--- config.mk ---
export PLATFORM = sky130hd
export DESIGN_NAME = hsu_uart
export DESIGN_NICKNAME = d
export VERILOG_FILES = /design/src/core/hsu_pkg.sv /design/src/core/hsu_fifo.sv /design/src/core/hsu_uart.sv
export SDC_FILE = /design/constraint.sdc
export NUM_CORES = 1
export LEC_CHECK = 0
export BUFFER_PORTS_ARGS = -buffer_cell sky130_fd_sc_hd__buf_4
export CELL_PAD_IN_SITES_DETAIL_PLACEMENT = 2
export CELL_PAD_IN_SITES_GLOBAL_PLACEMENT = 2
export CORE_MARGIN = 4
export CORE_UTILIZATION = 42
export DETAILED_ROUTE_END_ITERATION = 10
export HOLD_SLACK_MARGIN = 0.02
export PLACE_DENSITY_LB_ADDON = 0.15
export SLEW_MARGIN = 15
export SYNTH_ARGS = -nofsm -noshare
export SYNTH_HDL_FRONTEND = slang
export SYNTH_SLANG_ARGS = --single-unit
--- constraint.sdc ---
create_clock -name CLK -period 3.04 [get_ports CLK]
set_input_delay 0.152 -clock CLK [delete_from_list [all_inputs] [get_ports CLK]]
set_output_delay 0.152 -clock CLK [all_outputs]
set_load 0.05 [all_outputs]
--- src/core/hsu_pkg.sv ---
// Constants for the host serial port: clock rate, bit timing and frame shape.
// Assumes a single 12 MHz system clock feeds the whole port.
package hsu_pkg;
   localparam int unsigned CLK_HZ = 12000000;
   localparam int unsigned BAUD_NOMINAL = 115200;
   // Integer division of the clock gives 104 cycles, about 8.66 us per bit.
   localparam int unsigned BIT_CYCLES = CLK_HZ / BAUD_NOMINAL;
   localparam int unsigned HALF_BIT_CYCLES = BIT_CYCLES / 2;
   localparam int unsigned DATA_BITS = 8;
   localparam int unsigned FIFO_DEPTH = 16;
   localparam logic LINE_IDLE = 1'b1;
   localparam logic START_LEVEL = 1'b0;
   localparam logic STOP_LEVEL = 1'b1;
   typedef enum logic [1:0] {HSU_RX_IDLE, HSU_RX_START, HSU_RX_DATA, HSU_RX_STOP} hsu_rx_e;
   typedef enum logic [1:0] {HSU_TX_IDLE, HSU_TX_START, HSU_TX_DATA, HSU_TX_STOP} hsu_tx_e;
endpackage

--- src/core/hsu_fifo.sv ---
// Synchronous FIFO with valid/ready on both sides.
// Assumes writer and reader share the clock, reset and clock enable.
`timescale 1ns/1ns
`default_nettype none
module hsu_fifo #(
   parameter int unsigned WIDTH = 8,
   parameter int unsigned DEPTH = 16
) (
   // Clock and control
   input wire logic clk,
   input wire logic rst,
   input wire logic ce,
   // Write side
   input wire logic in_valid,
   output logic in_ready,
   input wire logic [WIDTH-1:0] in_data,
   // Read side
   output logic out_valid,
   input wire logic out_ready,
   output logic [WIDTH-1:0] out_data
);
   localparam int unsigned AW = $clog2(DEPTH);
   logic [WIDTH-1:0] mem [DEPTH];
   logic [AW-1:0] wr_ptr;
   logic [AW-1:0] rd_ptr;
   logic [AW:0] count;
   logic do_wr;
   logic do_rd;

   initial begin
      if (DEPTH < 2 || (1 << AW) != DEPTH) $error("FIFO depth must be a power of two >= 2");
   end

   assign in_ready = (count != (AW+1)'(DEPTH));
   assign out_valid = (count != '0);
   assign do_wr = ce && in_valid && in_ready;
   assign do_rd = ce && out_valid && out_ready;
   assign out_data = mem[rd_ptr];

   always_ff @(posedge clk) begin
      if (do_wr) begin
         mem[wr_ptr] <= in_data;
      end
   end

   always_ff @(posedge clk) begin
      if (rst) begin
         wr_ptr <= '0;
         rd_ptr <= '0;
         count <= '0;
      end else begin
         if (do_wr) wr_ptr <= wr_ptr + 1'b1;
         if (do_rd) rd_ptr <= rd_ptr + 1'b1;
         if (do_wr && !do_rd) count <= count + 1'b1;
         else if (do_rd && !do_wr) count <= count - 1'b1;
      end
   end
endmodule
`default_nettype wire

--- src/core/hsu_uart.sv ---
// Full-duplex asynchronous serial port toward the host, 8N1, about 115200 baud.
// Assumes a 12 MHz clock and an external line transceiver on SER_RX/SER_TX.
`timescale 1ns/1ns
`default_nettype none
module hsu_uart
   import hsu_pkg::*;
#(
   parameter int unsigned BIT_CYC = hsu_pkg::BIT_CYCLES,
   parameter int unsigned DEPTH = hsu_pkg::FIFO_DEPTH
) (
   // Clock, reset and enable
   input wire logic CLK,
   input wire logic RST,
   input wire logic CE,
   // Serial line
   input wire logic SER_RX,
   output logic SER_TX,
   // Transmit byte stream
   input wire logic TX_VALID,
   output logic TX_READY,
   input wire logic [7:0] TX_DATA,
   // Receive byte stream
   output logic RX_VALID,
   input wire logic RX_READY,
   output logic [7:0] RX_DATA,
   output logic RX_OVERRUN,
   output logic RX_FRAME_ERR
);
   import hsu_pkg::*;

   localparam int unsigned CW = $clog2(BIT_CYC + 1);

   initial begin
      if (BIT_CYC < 4) $error("Bit period too short");
   end

   // Receive path.
   logic rx_meta;
   logic rx_sync;
   logic rx_prev;
   hsu_rx_e rx_state;
   logic [CW-1:0] rx_cnt;
   logic [2:0] rx_bit;
   logic [7:0] rx_shift;
   logic rx_push;
   logic rx_fifo_ready;
   logic rx_tick;

   always_ff @(posedge CLK) begin
      if (RST) begin
         rx_meta <= LINE_IDLE;
         rx_sync <= LINE_IDLE;
         rx_prev <= LINE_IDLE;
      end else if (CE) begin
         rx_meta <= SER_RX;
         rx_sync <= rx_meta;
         rx_prev <= rx_sync;
      end
   end

   assign rx_tick = (rx_cnt == '0);

   always_ff @(posedge CLK) begin
      if (RST) begin
         rx_state <= HSU_RX_IDLE;
         rx_cnt <= '0;
         rx_bit <= '0;
         rx_shift <= '0;
         rx_push <= 1'b0;
         RX_FRAME_ERR <= 1'b0;
      end else if (CE) begin
         rx_push <= 1'b0;
         RX_FRAME_ERR <= 1'b0;
         if (!rx_tick) rx_cnt <= rx_cnt - 1'b1;
         unique case (rx_state)
            HSU_RX_IDLE: begin
               if (rx_prev && !rx_sync) begin
                  rx_cnt <= CW'(BIT_CYC / 2 - 1);
                  rx_state <= HSU_RX_START;
               end
            end
            HSU_RX_START: begin
               if (rx_tick) begin
                  if (rx_sync != START_LEVEL) begin
                     rx_state <= HSU_RX_IDLE;
                  end else begin
                     rx_cnt <= CW'(BIT_CYC - 1);
                     rx_bit <= '0;
                     rx_state <= HSU_RX_DATA;
                  end
               end
            end
            HSU_RX_DATA: begin
               if (rx_tick) begin
                  rx_shift <= {rx_sync, rx_shift[7:1]};
                  rx_cnt <= CW'(BIT_CYC - 1);
                  rx_bit <= rx_bit + 1'b1;
                  if (rx_bit == 3'(DATA_BITS - 1)) rx_state <= HSU_RX_STOP;
               end
            end
            HSU_RX_STOP: begin
               if (rx_tick) begin
                  if (rx_sync == STOP_LEVEL) rx_push <= 1'b1;
                  else RX_FRAME_ERR <= 1'b1;
                  rx_state <= HSU_RX_IDLE;
               end
            end
         endcase
      end
   end

   // A full receive FIFO drops the byte; the host has no flow control line.
   always_ff @(posedge CLK) begin
      if (RST) RX_OVERRUN <= 1'b0;
      else if (CE) RX_OVERRUN <= rx_push && !rx_fifo_ready;
   end

   hsu_fifo #(.WIDTH(8), .DEPTH(DEPTH)) u_rx_fifo (
      .clk(CLK),
      .rst(RST),
      .ce(CE),
      .in_valid(rx_push),
      .in_ready(rx_fifo_ready),
      .in_data(rx_shift),
      .out_valid(RX_VALID),
      .out_ready(RX_READY),
      .out_data(RX_DATA)
   );

   // Transmit path; it runs independently of the receiver.
   hsu_tx_e tx_state;
   logic [CW-1:0] tx_cnt;
   logic [2:0] tx_bit;
   logic [7:0] tx_shift;
   logic tx_have;
   logic tx_pop;
   logic [7:0] tx_head;

   hsu_fifo #(.WIDTH(8), .DEPTH(DEPTH)) u_tx_fifo (
      .clk(CLK),
      .rst(RST),
      .ce(CE),
      .in_valid(TX_VALID),
      .in_ready(TX_READY),
      .in_data(TX_DATA),
      .out_valid(tx_have),
      .out_ready(tx_pop),
      .out_data(tx_head)
   );

   assign tx_pop = (tx_state == HSU_TX_IDLE);

   always_ff @(posedge CLK) begin
      if (RST) begin
         tx_state <= HSU_TX_IDLE;
         tx_cnt <= '0;
         tx_bit <= '0;
         tx_shift <= '0;
         SER_TX <= LINE_IDLE;
      end else if (CE) begin
         if (tx_cnt != '0) tx_cnt <= tx_cnt - 1'b1;
         unique case (tx_state)
            HSU_TX_IDLE: begin
               SER_TX <= LINE_IDLE;
               if (tx_have) begin
                  tx_shift <= tx_head;
                  SER_TX <= START_LEVEL;
                  tx_cnt <= CW'(BIT_CYC - 1);
                  tx_state <= HSU_TX_START;
               end
            end
            HSU_TX_START: begin
               if (tx_cnt == '0) begin
                  SER_TX <= tx_shift[0];
                  tx_shift <= {1'b0, tx_shift[7:1]};
                  tx_bit <= '0;
                  tx_cnt <= CW'(BIT_CYC - 1);
                  tx_state <= HSU_TX_DATA;
               end
            end
            HSU_TX_DATA: begin
               if (tx_cnt == '0) begin
                  tx_cnt <= CW'(BIT_CYC - 1);
                  tx_bit <= tx_bit + 1'b1;
                  if (tx_bit == 3'(DATA_BITS - 1)) begin
                     SER_TX <= STOP_LEVEL;
                     tx_state <= HSU_TX_STOP;
                  end else begin
                     SER_TX <= tx_shift[0];
                     tx_shift <= {1'b0, tx_shift[7:1]};
                  end
               end
            end
            HSU_TX_STOP: begin
               if (tx_cnt == '0) tx_state <= HSU_TX_IDLE;
            end
         endcase
      end
   end

   // Assertions.
   a_rx_start_edge: assert property (@(posedge CLK) disable iff (RST)
      (CE && rx_state == HSU_RX_IDLE && !(rx_prev && !rx_sync)) |=> rx_state == HSU_RX_IDLE)
      else $error("receiver left idle without a falling edge");
   a_rx_false_start: assert property (@(posedge CLK) disable iff (RST)
      (CE && rx_state == HSU_RX_START && rx_tick && rx_sync) |=> rx_state == HSU_RX_IDLE)
      else $error("false start bit not rejected");
   a_rx_valid_start: assert property (@(posedge CLK) disable iff (RST)
      (CE && rx_state == HSU_RX_START && rx_tick && !rx_sync) |=>
      (rx_state == HSU_RX_DATA && rx_cnt == CW'(BIT_CYC - 1)))
      else $error("valid start bit did not begin data capture");
   a_rx_half_bit: assert property (@(posedge CLK) disable iff (RST)
      (CE && rx_state == HSU_RX_IDLE && rx_prev && !rx_sync) |=> rx_cnt == CW'(BIT_CYC / 2 - 1))
      else $error("first sample not half a bit after edge");
   a_rx_bit_period: assert property (@(posedge CLK) disable iff (RST || !CE)
      (rx_state == HSU_RX_DATA && rx_tick) |=> rx_cnt == CW'(BIT_CYC - 1))
      else $error("receive bit period wrong");
   a_tx_bit_hold: assert property (@(posedge CLK) disable iff (RST || !CE)
      (tx_state != HSU_TX_IDLE && tx_cnt != '0) |=> $stable(SER_TX))
      else $error("transmit line changed inside a bit");
   a_tx_start_low: assert property (@(posedge CLK) disable iff (RST || !CE)
      (tx_state == HSU_TX_START) |-> SER_TX == START_LEVEL)
      else $error("start bit not low");
   a_tx_stop_high: assert property (@(posedge CLK) disable iff (RST || !CE)
      (tx_state == HSU_TX_STOP || tx_state == HSU_TX_IDLE) |-> SER_TX == STOP_LEVEL)
      else $error("stop or idle not high");
   a_tx_period: assert property (@(posedge CLK) disable iff (RST || !CE)
      (tx_state == HSU_TX_DATA && tx_cnt == '0) |=> tx_cnt == CW'(BIT_CYC - 1))
      else $error("transmit bit period wrong");
endmodule
`default_nettype wire

After elaboration in Yosys (flattened, before gate mapping)
Memories as Yosys holds them, arrays and structs flattened. A register that Yosys moved wholly into a read port is not among the register bits.
Index checks and enable logic that the tools add are counted.
{ "classes": {"add_sub_neg": 12, "eq_ne": 22, "mux": 58, "reduce_logical": 40} }
{ "op_table": {"columns": ["cell", "n"], "rows": [
  ["$mux W7", 8],
  ["$mux W8", 4],
  ["$pmux W8 S3", 1],
  ["$mux W2", 11],
  ["$ne A2 B2 Y1 const B", 11],
  ["$pmux W7 S3", 1],
  ["$mux W5", 4],
  ["$reduce_and A6 Y1", 3],
  ["$add A4 B1 Y4 const B", 4],
  ["$mux W4", 4],
  ["$pmux W2 S4", 2],
  ["$mux W3", 5],
  ["$logic_and A1 B1 Y1", 14],
  ["$logic_not A7 Y1", 2],
  ["$mux W1", 14],
  ["$pmux W7 S2", 1],
  ["$sub A7 B1 Y7 const B", 2],
  ["$pmux W3 S2", 2],
  ["$add A5 B1 Y5 const B", 2],
  ["$ne A5 B5 Y1 const B", 2],
  ["$reduce_bool A5 Y1", 2],
  ["$sub A5 B1 Y5 const B", 2],
  ["$eq A2 B2 Y1 const B", 4],
  ["$reduce_and A4 Y1", 2],
  ["13 further kinds", 25]
]} }
{ "word_totals": {"reg_bits": 73, "ramBits": 256, "input_bits": 14, "output_inout_bits": 13, "wordCells": 155, "n_memories": 2} }
{ "memory_table": {"columns": ["memory", "words", "word_bits", "rd", "rd_ports_with_merged_regs", "wr", "line", "rtl"], "rows": [
  ["u_rx_fifo.mem", 16, 8, 1, 1, 1, "hsu_fifo.sv:23", "logic [WIDTH-1:0] mem [DEPTH];"],
  ["u_tx_fifo.mem", 16, 8, 1, 1, 1, "hsu_fifo.sv:23", null]
]} }

Longest topological paths before layout
Gate-level depths: netlist (run 1).
{ "depth": {"depth_word": 6, "mapped_depth": 12, "mapped_depth_nobuf": 11} }

Hierarchy
From an unflattened synthesis (run 1), not the netlist that was laid out.
{ "unflattened": {"cells_unflattened": 931, "hier_area_um2": 14171.1} }
{ "by_module_without_submodules": {"columns": ["mod", "n_inst", "cells_each", "area_per_inst_um2", "seq_area_each_um2"], "rows": [
  ["hsu_fifo", 2, 310, 5776.8, 4184.0],
  ["hsu_uart", 1, 311, 2617.5, 940.9]
]} }

Worst setup path after synthesis (run 1)
Ideal clock, no wire load.
{ "synth_path": {"kind": "flip-flop to flip-flop", "start": "register u_rx_fifo.count[0]", "end": "register u_rx_fifo.count[4]", "setup_ps": 70, "arrival_time_ps": 2973, "required_ps": 2970, "slack_ps": -3, "stages_incl_launch_ff": 12, "path_buffers": 0, "synth_period_minus_slack_ps": 3043, "path_cell_list": "dfxtp_1 > nor4_1 > nand2b_1 > nand3_1 > ha_1 > inv_1 > fa_1 > a21o_1 > a21oi_1 > xnor2_1 > or3_1 > a21oi_1"} }
{ "synth_between": {"elab_chain_len": 6, "word_cells_on_any_way": 14, "cone_classes": "2 x add/sub; 1 x eq/ne; 2 x mux; 9 x reduce/logical"} }
{ "synth_lines": {"columns": ["element", "line", "rtl"], "rows": [
  ["start, declared", "hsu_fifo.sv:26", "logic [AW:0] count;"],
  ["start signal, assigned", "hsu_fifo.sv:54", "if (do_wr && !do_rd) count <= count + 1'b1;"],
  ["start signal, assigned", "hsu_fifo.sv:55", "else if (do_rd && !do_wr) count <= count - 1'b1;"],
  ["$reduce_bool A5 Y1 *", "hsu_fifo.sv:35", "assign out_valid = (count != '0);"],
  ["net RX_VALID", "hsu_uart.sv:23", "output logic RX_VALID,"],
  ["$logic_and A1 B1 Y1 * (2 in a row)", "hsu_fifo.sv:37", "assign do_rd = ce && out_valid && out_ready;"],
  ["$logic_not A1 Y1", "hsu_fifo.sv:54", null],
  ["$logic_and A1 B1 Y1", "hsu_fifo.sv:54", null],
  ["$mux W5 / $reduce_bool A2 Y1 (equally long branches)", null, null]
]} }
The timed path passes the listed nets; every way through them passes the cells marked *. The select of a mux whose other input is x is not followed.
A chain may end at the register's enable or synchronous reset.

==> results of run 1 <==
-- state kept, by name, indices dropped and copies added, names as in the netlist, 2 cells and up, named ones only --
| name | cells |
|---|---|
| tx_cnt | 7 |
| tx_bit | 3 |
| u_rx_fifo.rd_ptr | 4 |
| u_tx_fifo.mem | 128 |
| u_tx_fifo.count | 5 |
| u_rx_fifo.count | 5 |
| u_rx_fifo.mem | 128 |
| tx_state | 2 |
| u_rx_fifo.wr_ptr | 4 |
| rx_cnt | 7 |
| tx_shift | 8 |
| rx_bit | 3 |
| rx_shift | 8 |
| u_tx_fifo.wr_ptr | 4 |
| u_tx_fifo.rd_ptr | 4 |
-- worst reg2reg max path: stages (launching register included) --
cell and delay (ns):
dfxtp_1 0.36, nor4_2 0.29, buf_4 0.17, nand2b_2 0.07
nand3_1 0.19, ha_1 0.23, inv_1 0.12, fa_1 0.42
a21o_1 0.17, a21oi_1 0.17, xnor2_1 0.09, or3_1 0.30
a21oi_1 0.14
-- cells by family after synthesis --
| kind of cell | count (synthesis) | synth area share (%) |
|---|---|---|
| fa+ha+maj | 33 | 3.09 |
| simple gates | 207 | 7.14 |
| xor+xnor | 21 | 1.33 |
| flops | 337 | 67.3 |
| buf+inv | 68 | 2.01 |
| compound gates | 135 | 6.16 |
| mux | 124 | 13.0 |
-- cell type report --
cell class              count  area (um^2)
inverters                  18         67.6
clock inverters            16          134
fillers                  3077        16600
well taps                 442          553
repair buffers             73          586
multi-input cells         520         4260
flip-flops and latches    337         9310
clock buffers              51         1030
-- routing by layer --
layer  wire, um  vias up
li1           -     3651
met1      14300     4100
met2      17200      124
met3       1050       49
met4        713        0
met5          0        -
-- power by group --
part | total [mW] | switching, mW | internal [mW]
Combinational | 2.25 | 1.24 | 1.01
Clock | 4.34 | 1.79 | 2.55
Sequential | 5.39 | 0.281 | 5.11
Total | 12.0 | 3.32 | 8.67
-- metrics by stage --
| step | util, % | total power [mW] | cells | setup TNS (ns) | worst slack (ns) |
|---|---|---|---|---|---|
| after floorplan | - | 7.02 | 925 | 0 | 0.117 |
| after global placement | 45.1 | 7.64 | 1380 | 0 | 0.229 |
| after detailed placement | 45.1 | 7.72 | 1380 | 0 | 0.144 |
| after CTS | 49.0 | 12.1 | 1457 | 0 | 0.134 |
| after global routing | 49.0 | 12.6 | 1457 | -0.00988 | -0.00988 |
| final | 49.0 | 12.0 | 1457 | 0 | 0.202 |
-- what timing repair did --
action	4_1_cts	5_1_grt
endpoints found under the hold margin	133	0
gates resized for setup	0	2
endpoints found under the setup margin	0	2
hold buffers	10	0
-- worst max path at each step --
stage | end | slack (ns)
2_1_floorplan | u_rx_fifo.count[4] | 0.12
3_3_place_gp | u_rx_fifo.count[4] | 0.23
3_5_place_dp | u_rx_fifo.count[4] | 0.14
4_1_cts | u_rx_fifo.count[4] | 0.13
5_1_grt | u_rx_fifo.count[4] | -0.01
6_report | RX_DATA[2] | 0.20
-- layout by cell type (no fill, tap or decap), drive strengths merged, types with 20 or more instances in the layout --
cell | Yosys | routed
nor2 | 91 | 91
o21ai | 27 | 27
clkbuf | 35 | 51
buf | 15 | 63
dfxtp | 81 | 81
nand2 | 34 | 34
mux2i | 80 | 80
a22oi | 21 | 21
edfxtp | 256 | 256
ha | 31 | 31
inv | 18 | 20
a21oi | 46 | 46
mux4 | 44 | 44
==> impl_metrics.toml, run 1 <==
[worst_setup_path]
r2r_end = "u_rx_fifo.count[4]"
slowest_delay_ns = 0.60
worst-setup-path-type = "reg2out"
required_ns = 2.89
rr_worst_depth = 12
critPathMostFrequentCell = "mux4_2"
slowest_stage = "dfxtp_2"
r2r_slack_ns = 0.24
setup.worst_path.end_class = "output port"
crit_family = "multiplexers"
crit_arrival_ns = 2.69
cp-start-kind = "register"
r2r-start = "u_rx_fifo.count[0]"
critPathMaxFanout = 16
crit_chain = "buf_12 > mux4_2 > mux4_2 > buf_4"
crit_buf_inv = 2
cp.depth = 4

[floorplanning]
core_area_um2 = 32500
rows = 66
boundaryPins = 27
die_h_um = 189
dieArea_um2 = 35900
die_x_um = 189
initial_core_util_pct = 42.5

[cts]
clk_latency_ns = 0.53
cts_tree = "built"
path_clk_slew_ns = 0.06
clock_path_buffers = 3
cts_root_buf = "clkbuf_16"
cts_made_buffers = 38
cts_setup_buffers = 0
cts.htree.levels = 2
cts_num_sinks = 337

[global_route]
grt_busiest_layer = "met2"
met1_usage_pct = 24.2
globalRouteMet3Util_pct = 2.80
overflow = 0
grt_antenna_before_repair = 0
grt_pass1_wl_um = 52500
met2_usage_pct = 33.4
grt_pass1_vias = 8804
grt_max_degree = 63
grtUsageTotal_pct = 18.8

[final_layout]
nNetsFinal = 1035
syn_to_final_growth_pct = 15.3
drive_gt1_share_pct = 16.7
antenna_cells = 0
finalInstanceArea_um2 = 15900

[placement]
placed_cell_area_um2 = 14700
io_buffers = 26
dp_hpwl_um = 21500
place_congestion = 0.751

[drt]
dr_total_vias = 7924
first_pass_iters = 4
drtIter0Drc = 433
routed_wl_um = 33300
ant_nets = 0
drc = 0
vias_per_cell = 5.44
wl_per_cell_um = 22.8

[sta]
max_freq_mhz = 352
setup_viol = 0
tightest_slew_ns = 0.981
hold_slack_ns = 0.0652
hold_viol_final = 0
period_needed_ns = 2.84
fin_crit_sh_pct = 93.3
fin_skew_ns = 0.0134
maxSlewViolCount = 0
maxSlewHeadroom_pct = 34.4

[synth]
synth_most_common_cell = "edfxtp_1"
yosys_warnings = 0
synth_seq_area_share_pct = 67.3
syn_inst = 925
syn-mean-instance-area_um2 = 15.0
synth_top_area_share_pct = 55.6
synth_top_area_cell = "edfxtp_1"
synth.area.top_cells = "edfxtp_1 (56%), dfxtp_1 (12%), mux4_2 (7.2%)"
synth_common_cells = "edfxtp_1 (256), nor2_1 (90), dfxtp_1 (81)"
netlist_area_um2 = 13800
synth_seq_cells = 337
ys.flop_type = "edfxtp_1"
async_flop_share_pct = 0
ys_types = 57
synth_enable_flop_cells = 256
syn-num-nets = 972

[pwr]
p_leak_nw = 5.52
vdd_drop_max_v = 0.000563
p_per_area_nw_per_um2 = 752

[min_path]
min_path_type = "in2reg"
min-delay-start = "RX_READY"
holdPathStages = 4

[outcome]
status = "complete, no violations"

[job]
maxCapViolations = 0
Power figures use the tool's default switching activity.
==> run 2: changes to the inputs <==
--- a/config.mk
+++ b/config.mk
@@ -5,11 +5,12 @@
 export SDC_FILE = /design/constraint.sdc
 export NUM_CORES = 1
 export LEC_CHECK = 0
+export ABC_AREA = 1
 export BUFFER_PORTS_ARGS = -buffer_cell sky130_fd_sc_hd__buf_4
 export CELL_PAD_IN_SITES_DETAIL_PLACEMENT = 2
 export CELL_PAD_IN_SITES_GLOBAL_PLACEMENT = 2
 export CORE_MARGIN = 4
-export CORE_UTILIZATION = 42
+export CORE_UTILIZATION = 37
 export DETAILED_ROUTE_END_ITERATION = 10
 export HOLD_SLACK_MARGIN = 0.02
 export PLACE_DENSITY_LB_ADDON = 0.15
==> run 2 against run 1 <==
Against the previous run:
- first-iteration DRC count grew 67%
- sequential power fell by 1%
- sequential cell count unchanged
- total power increased by 13%
- largest cell class unchanged
==> impl_metrics.toml, run 2 <==
[synth]
synth_enable_flop_cells = 256
synth_seq_area_share_pct = 63.6
netlist_area_um2 = 14600
ys.flop_type = "edfxtp_1"
synth_seq_cells = 337
synth.area.top_cells = "edfxtp_1 (53%), dfxtp_1 (11%), nand2_1 (8.2%)"
synth_top_area_share_pct = 52.5
syn-num-nets = 1504
synth_most_common_cell = "nand2_1"
synth_common_cells = "nand2_1 (320), edfxtp_1 (256), nor2_1 (150)"
syn_inst = 1457
ys_types = 43
synth_top_area_cell = "edfxtp_1"
syn-mean-instance-area_um2 = 10.0
yosys_warnings = 0
async_flop_share_pct = 0

[floorplanning]
initial_core_util_pct = 37.6
boundaryPins = 27
die_x_um = 207
core_area_um2 = 38900
rows = 72
dieArea_um2 = 42800
die_h_um = 207

[cts]
cts_made_buffers = 39
cts_root_buf = "clkbuf_16"
clk_latency_ns = 0.54
cts_num_sinks = 337
clock_path_buffers = 3
path_clk_slew_ns = 0.06
cts.htree.levels = 2
cts_tree = "built"

[worst_setup_path]
crit_family = "compound AO/OA/AOI/OAI gates"
crit_arrival_ns = 2.57
r2r-start = "u_tx_fifo.count[0]"
critPathMostFrequentCell = "buf_4"
slowest_stage = "buf_4"
setup.worst_path.end_class = "output port"
crit_buf_inv = 2
cp-start-kind = "register"
worst-setup-path-type = "reg2out"
crit_chain = "buf_4 > o21ai_0 > o221ai_1 > o211ai_1 > nand2_1 > buf_4"
slowest_delay_ns = 0.53
critPathMaxFanout = 64
required_ns = 2.89

[sta]
maxSlewViolCount = 0
rsz0062_at_grt = "false"
fin_crit_sh_pct = 89.4
fin_ws_ns = 0.321
fin_setup_tns_ns = 0
max_freq_mhz = 368
setup_viol = 0
maxSlewHeadroom_pct = 36.9
fin_skew_ns = 0.0253
period_needed_ns = 2.72
tightest_slew_ns = 0.945
hold_viol_final = 0

[drt]
first_pass_iters = 5
wl_per_cell_um = 20.9
ant_nets = 0
vias_per_cell = 5.22
drtIter0Drc = 725
routed_wl_um = 42800
dr_total_vias = 10682
drc = 0

[min_path]
min_path_type = "in2reg"
min-delay-start = "TX_VALID"

[global_route]
grt_antenna_before_repair = 0
grt_pass1_wl_um = 67400
grt_max_degree = 65
met1_usage_pct = 27.8
grtUsageTotal_pct = 20.3
grt_pass1_vias = 11625
globalRouteMet3Util_pct = 2.81
met2_usage_pct = 34.3
overflow = 0
grt_busiest_layer = "met2"

[placement]
io_buffers = 26
place_congestion = 0.756
placedCellCount = 1969
dp_hpwl_um = 27700
pre_cts_ws_ns = 0.452

[pwr]
vdd_drop_max_v = 0.000546
p_per_area_nw_per_um2 = 813
power_mw = 13.6
p_leak_nw = 6.47

[final_layout]
antenna_cells = 0
layout_commonest_cell = "nand2_1"
fin_cells = 2045
drive_gt1_share_pct = 7.92
syn_to_final_growth_pct = 14.3
nNetsFinal = 1551
fin_util_pct = 43.0
largestRegisters = "u_rx_fifo.mem: 128 flops, u_tx_fifo.mem: 128 flops"
final_cell_mix = "nand2_1 (320), edfxtp_1 (256), nor2_1 (150), inv_1 (144), nand3_1 (133)"

[job]
maxCapViolations = 0

[outcome]
status = "complete, no violations"
-- run 2: changes by cell type in the layout (fill, tap and decap cells not counted), sizes merged, moves of 10 or more --
cell,previous run,this run
nand2,34,324
inv,20,148
nand3,12,135
o21ai,27,122
mux2i,80,0
nor2,91,155
mux4,44,0
o221ai,0,28
a22oi,21,0
a21oi,46,59
nand2b,13,0
xnor2,11,1
-- run 2: layout make-up --
class	instances	area, um^2
Sequential cell	337	9310
Clock inverter	12	106
Fill cell	4173	22200
Inverter	148	556
Timing Repair Buffer	68	553
Multi-Input combinational cell	910	4510
Clock buffer	52	1030
Tap cell	518	648
-- run 2: worst reg2reg max path, cell delays in order, from the launching register on --
cell and delay [ns]:
dfxtp_1 0.35, nor2_1 0.26, nand3_1 0.16, nand3_1 0.21, inv_1 0.16, ha_1 0.21
inv_1 0.19, ha_1 0.31, a21oi_1 0.16, nand2_1 0.08, a21oi_1 0.12, o21ai_0 0.12
nand2_1 0.08, nand2_1 0.05, nor2_1 0.08
-- run 2: kinds of logic after synthesis --
kind of cell    count (synthesis)  synth area share [%]
compound gates                228                  8.83
xor+xnor                       14                 0.838
fa+ha+maj                      33                  2.92
buf+inv                       210                  5.57
flops                         337                  63.6
simple gates                  635                  18.2
-- run 2: per-stage QoR --
step | area, um^2 | hold WS (ns)
global route | 16700 | 0.0733
finish | 16700 | 0.0643
CTS | 16700 | 0.0339
floorplan | 14600 | 0.251
global placement | 15500 | 0.367
detailed placement | 15500 | 0.372
-- run 2: routing by layer --
| layer | vias up | share of wire (%) |
|---|---|---|
| li1 | 5044 | - |
| met3 | 48 | 2.9 |
| met2 | 120 | 48 |
| met4 | 0 | 1.8 |
| met1 | 5470 | 47 |
| met5 | - | 0 |
-- run 2: report_power, final --
group / internal, mW / switching [mW]
Combinational: 1.14 / 2.76
Sequential: 5.15 / 0.174
Clock: 2.54 / 1.84
Total: 8.83 / 4.77
-- run 2: final timing paths --
path,to,slack [ns],cells after the start
worst max register to register,u_tx_fifo.count[4],0.45,14
worst max-delay path,RX_DATA[2],0.32,6
worst min register to register,tx_bit[2],0.48,2
worst min-delay path,u_tx_fifo.wr_ptr[0],0.06,3
-- run 2: repair_timing --
item / CTS / global route
hold buffers: 12 / 0
hold endpoints to repair: 131 / 0
buffers inserted: 0 / 0
gates resized for setup: 0 / 0
setup endpoints to repair: 0 / 0
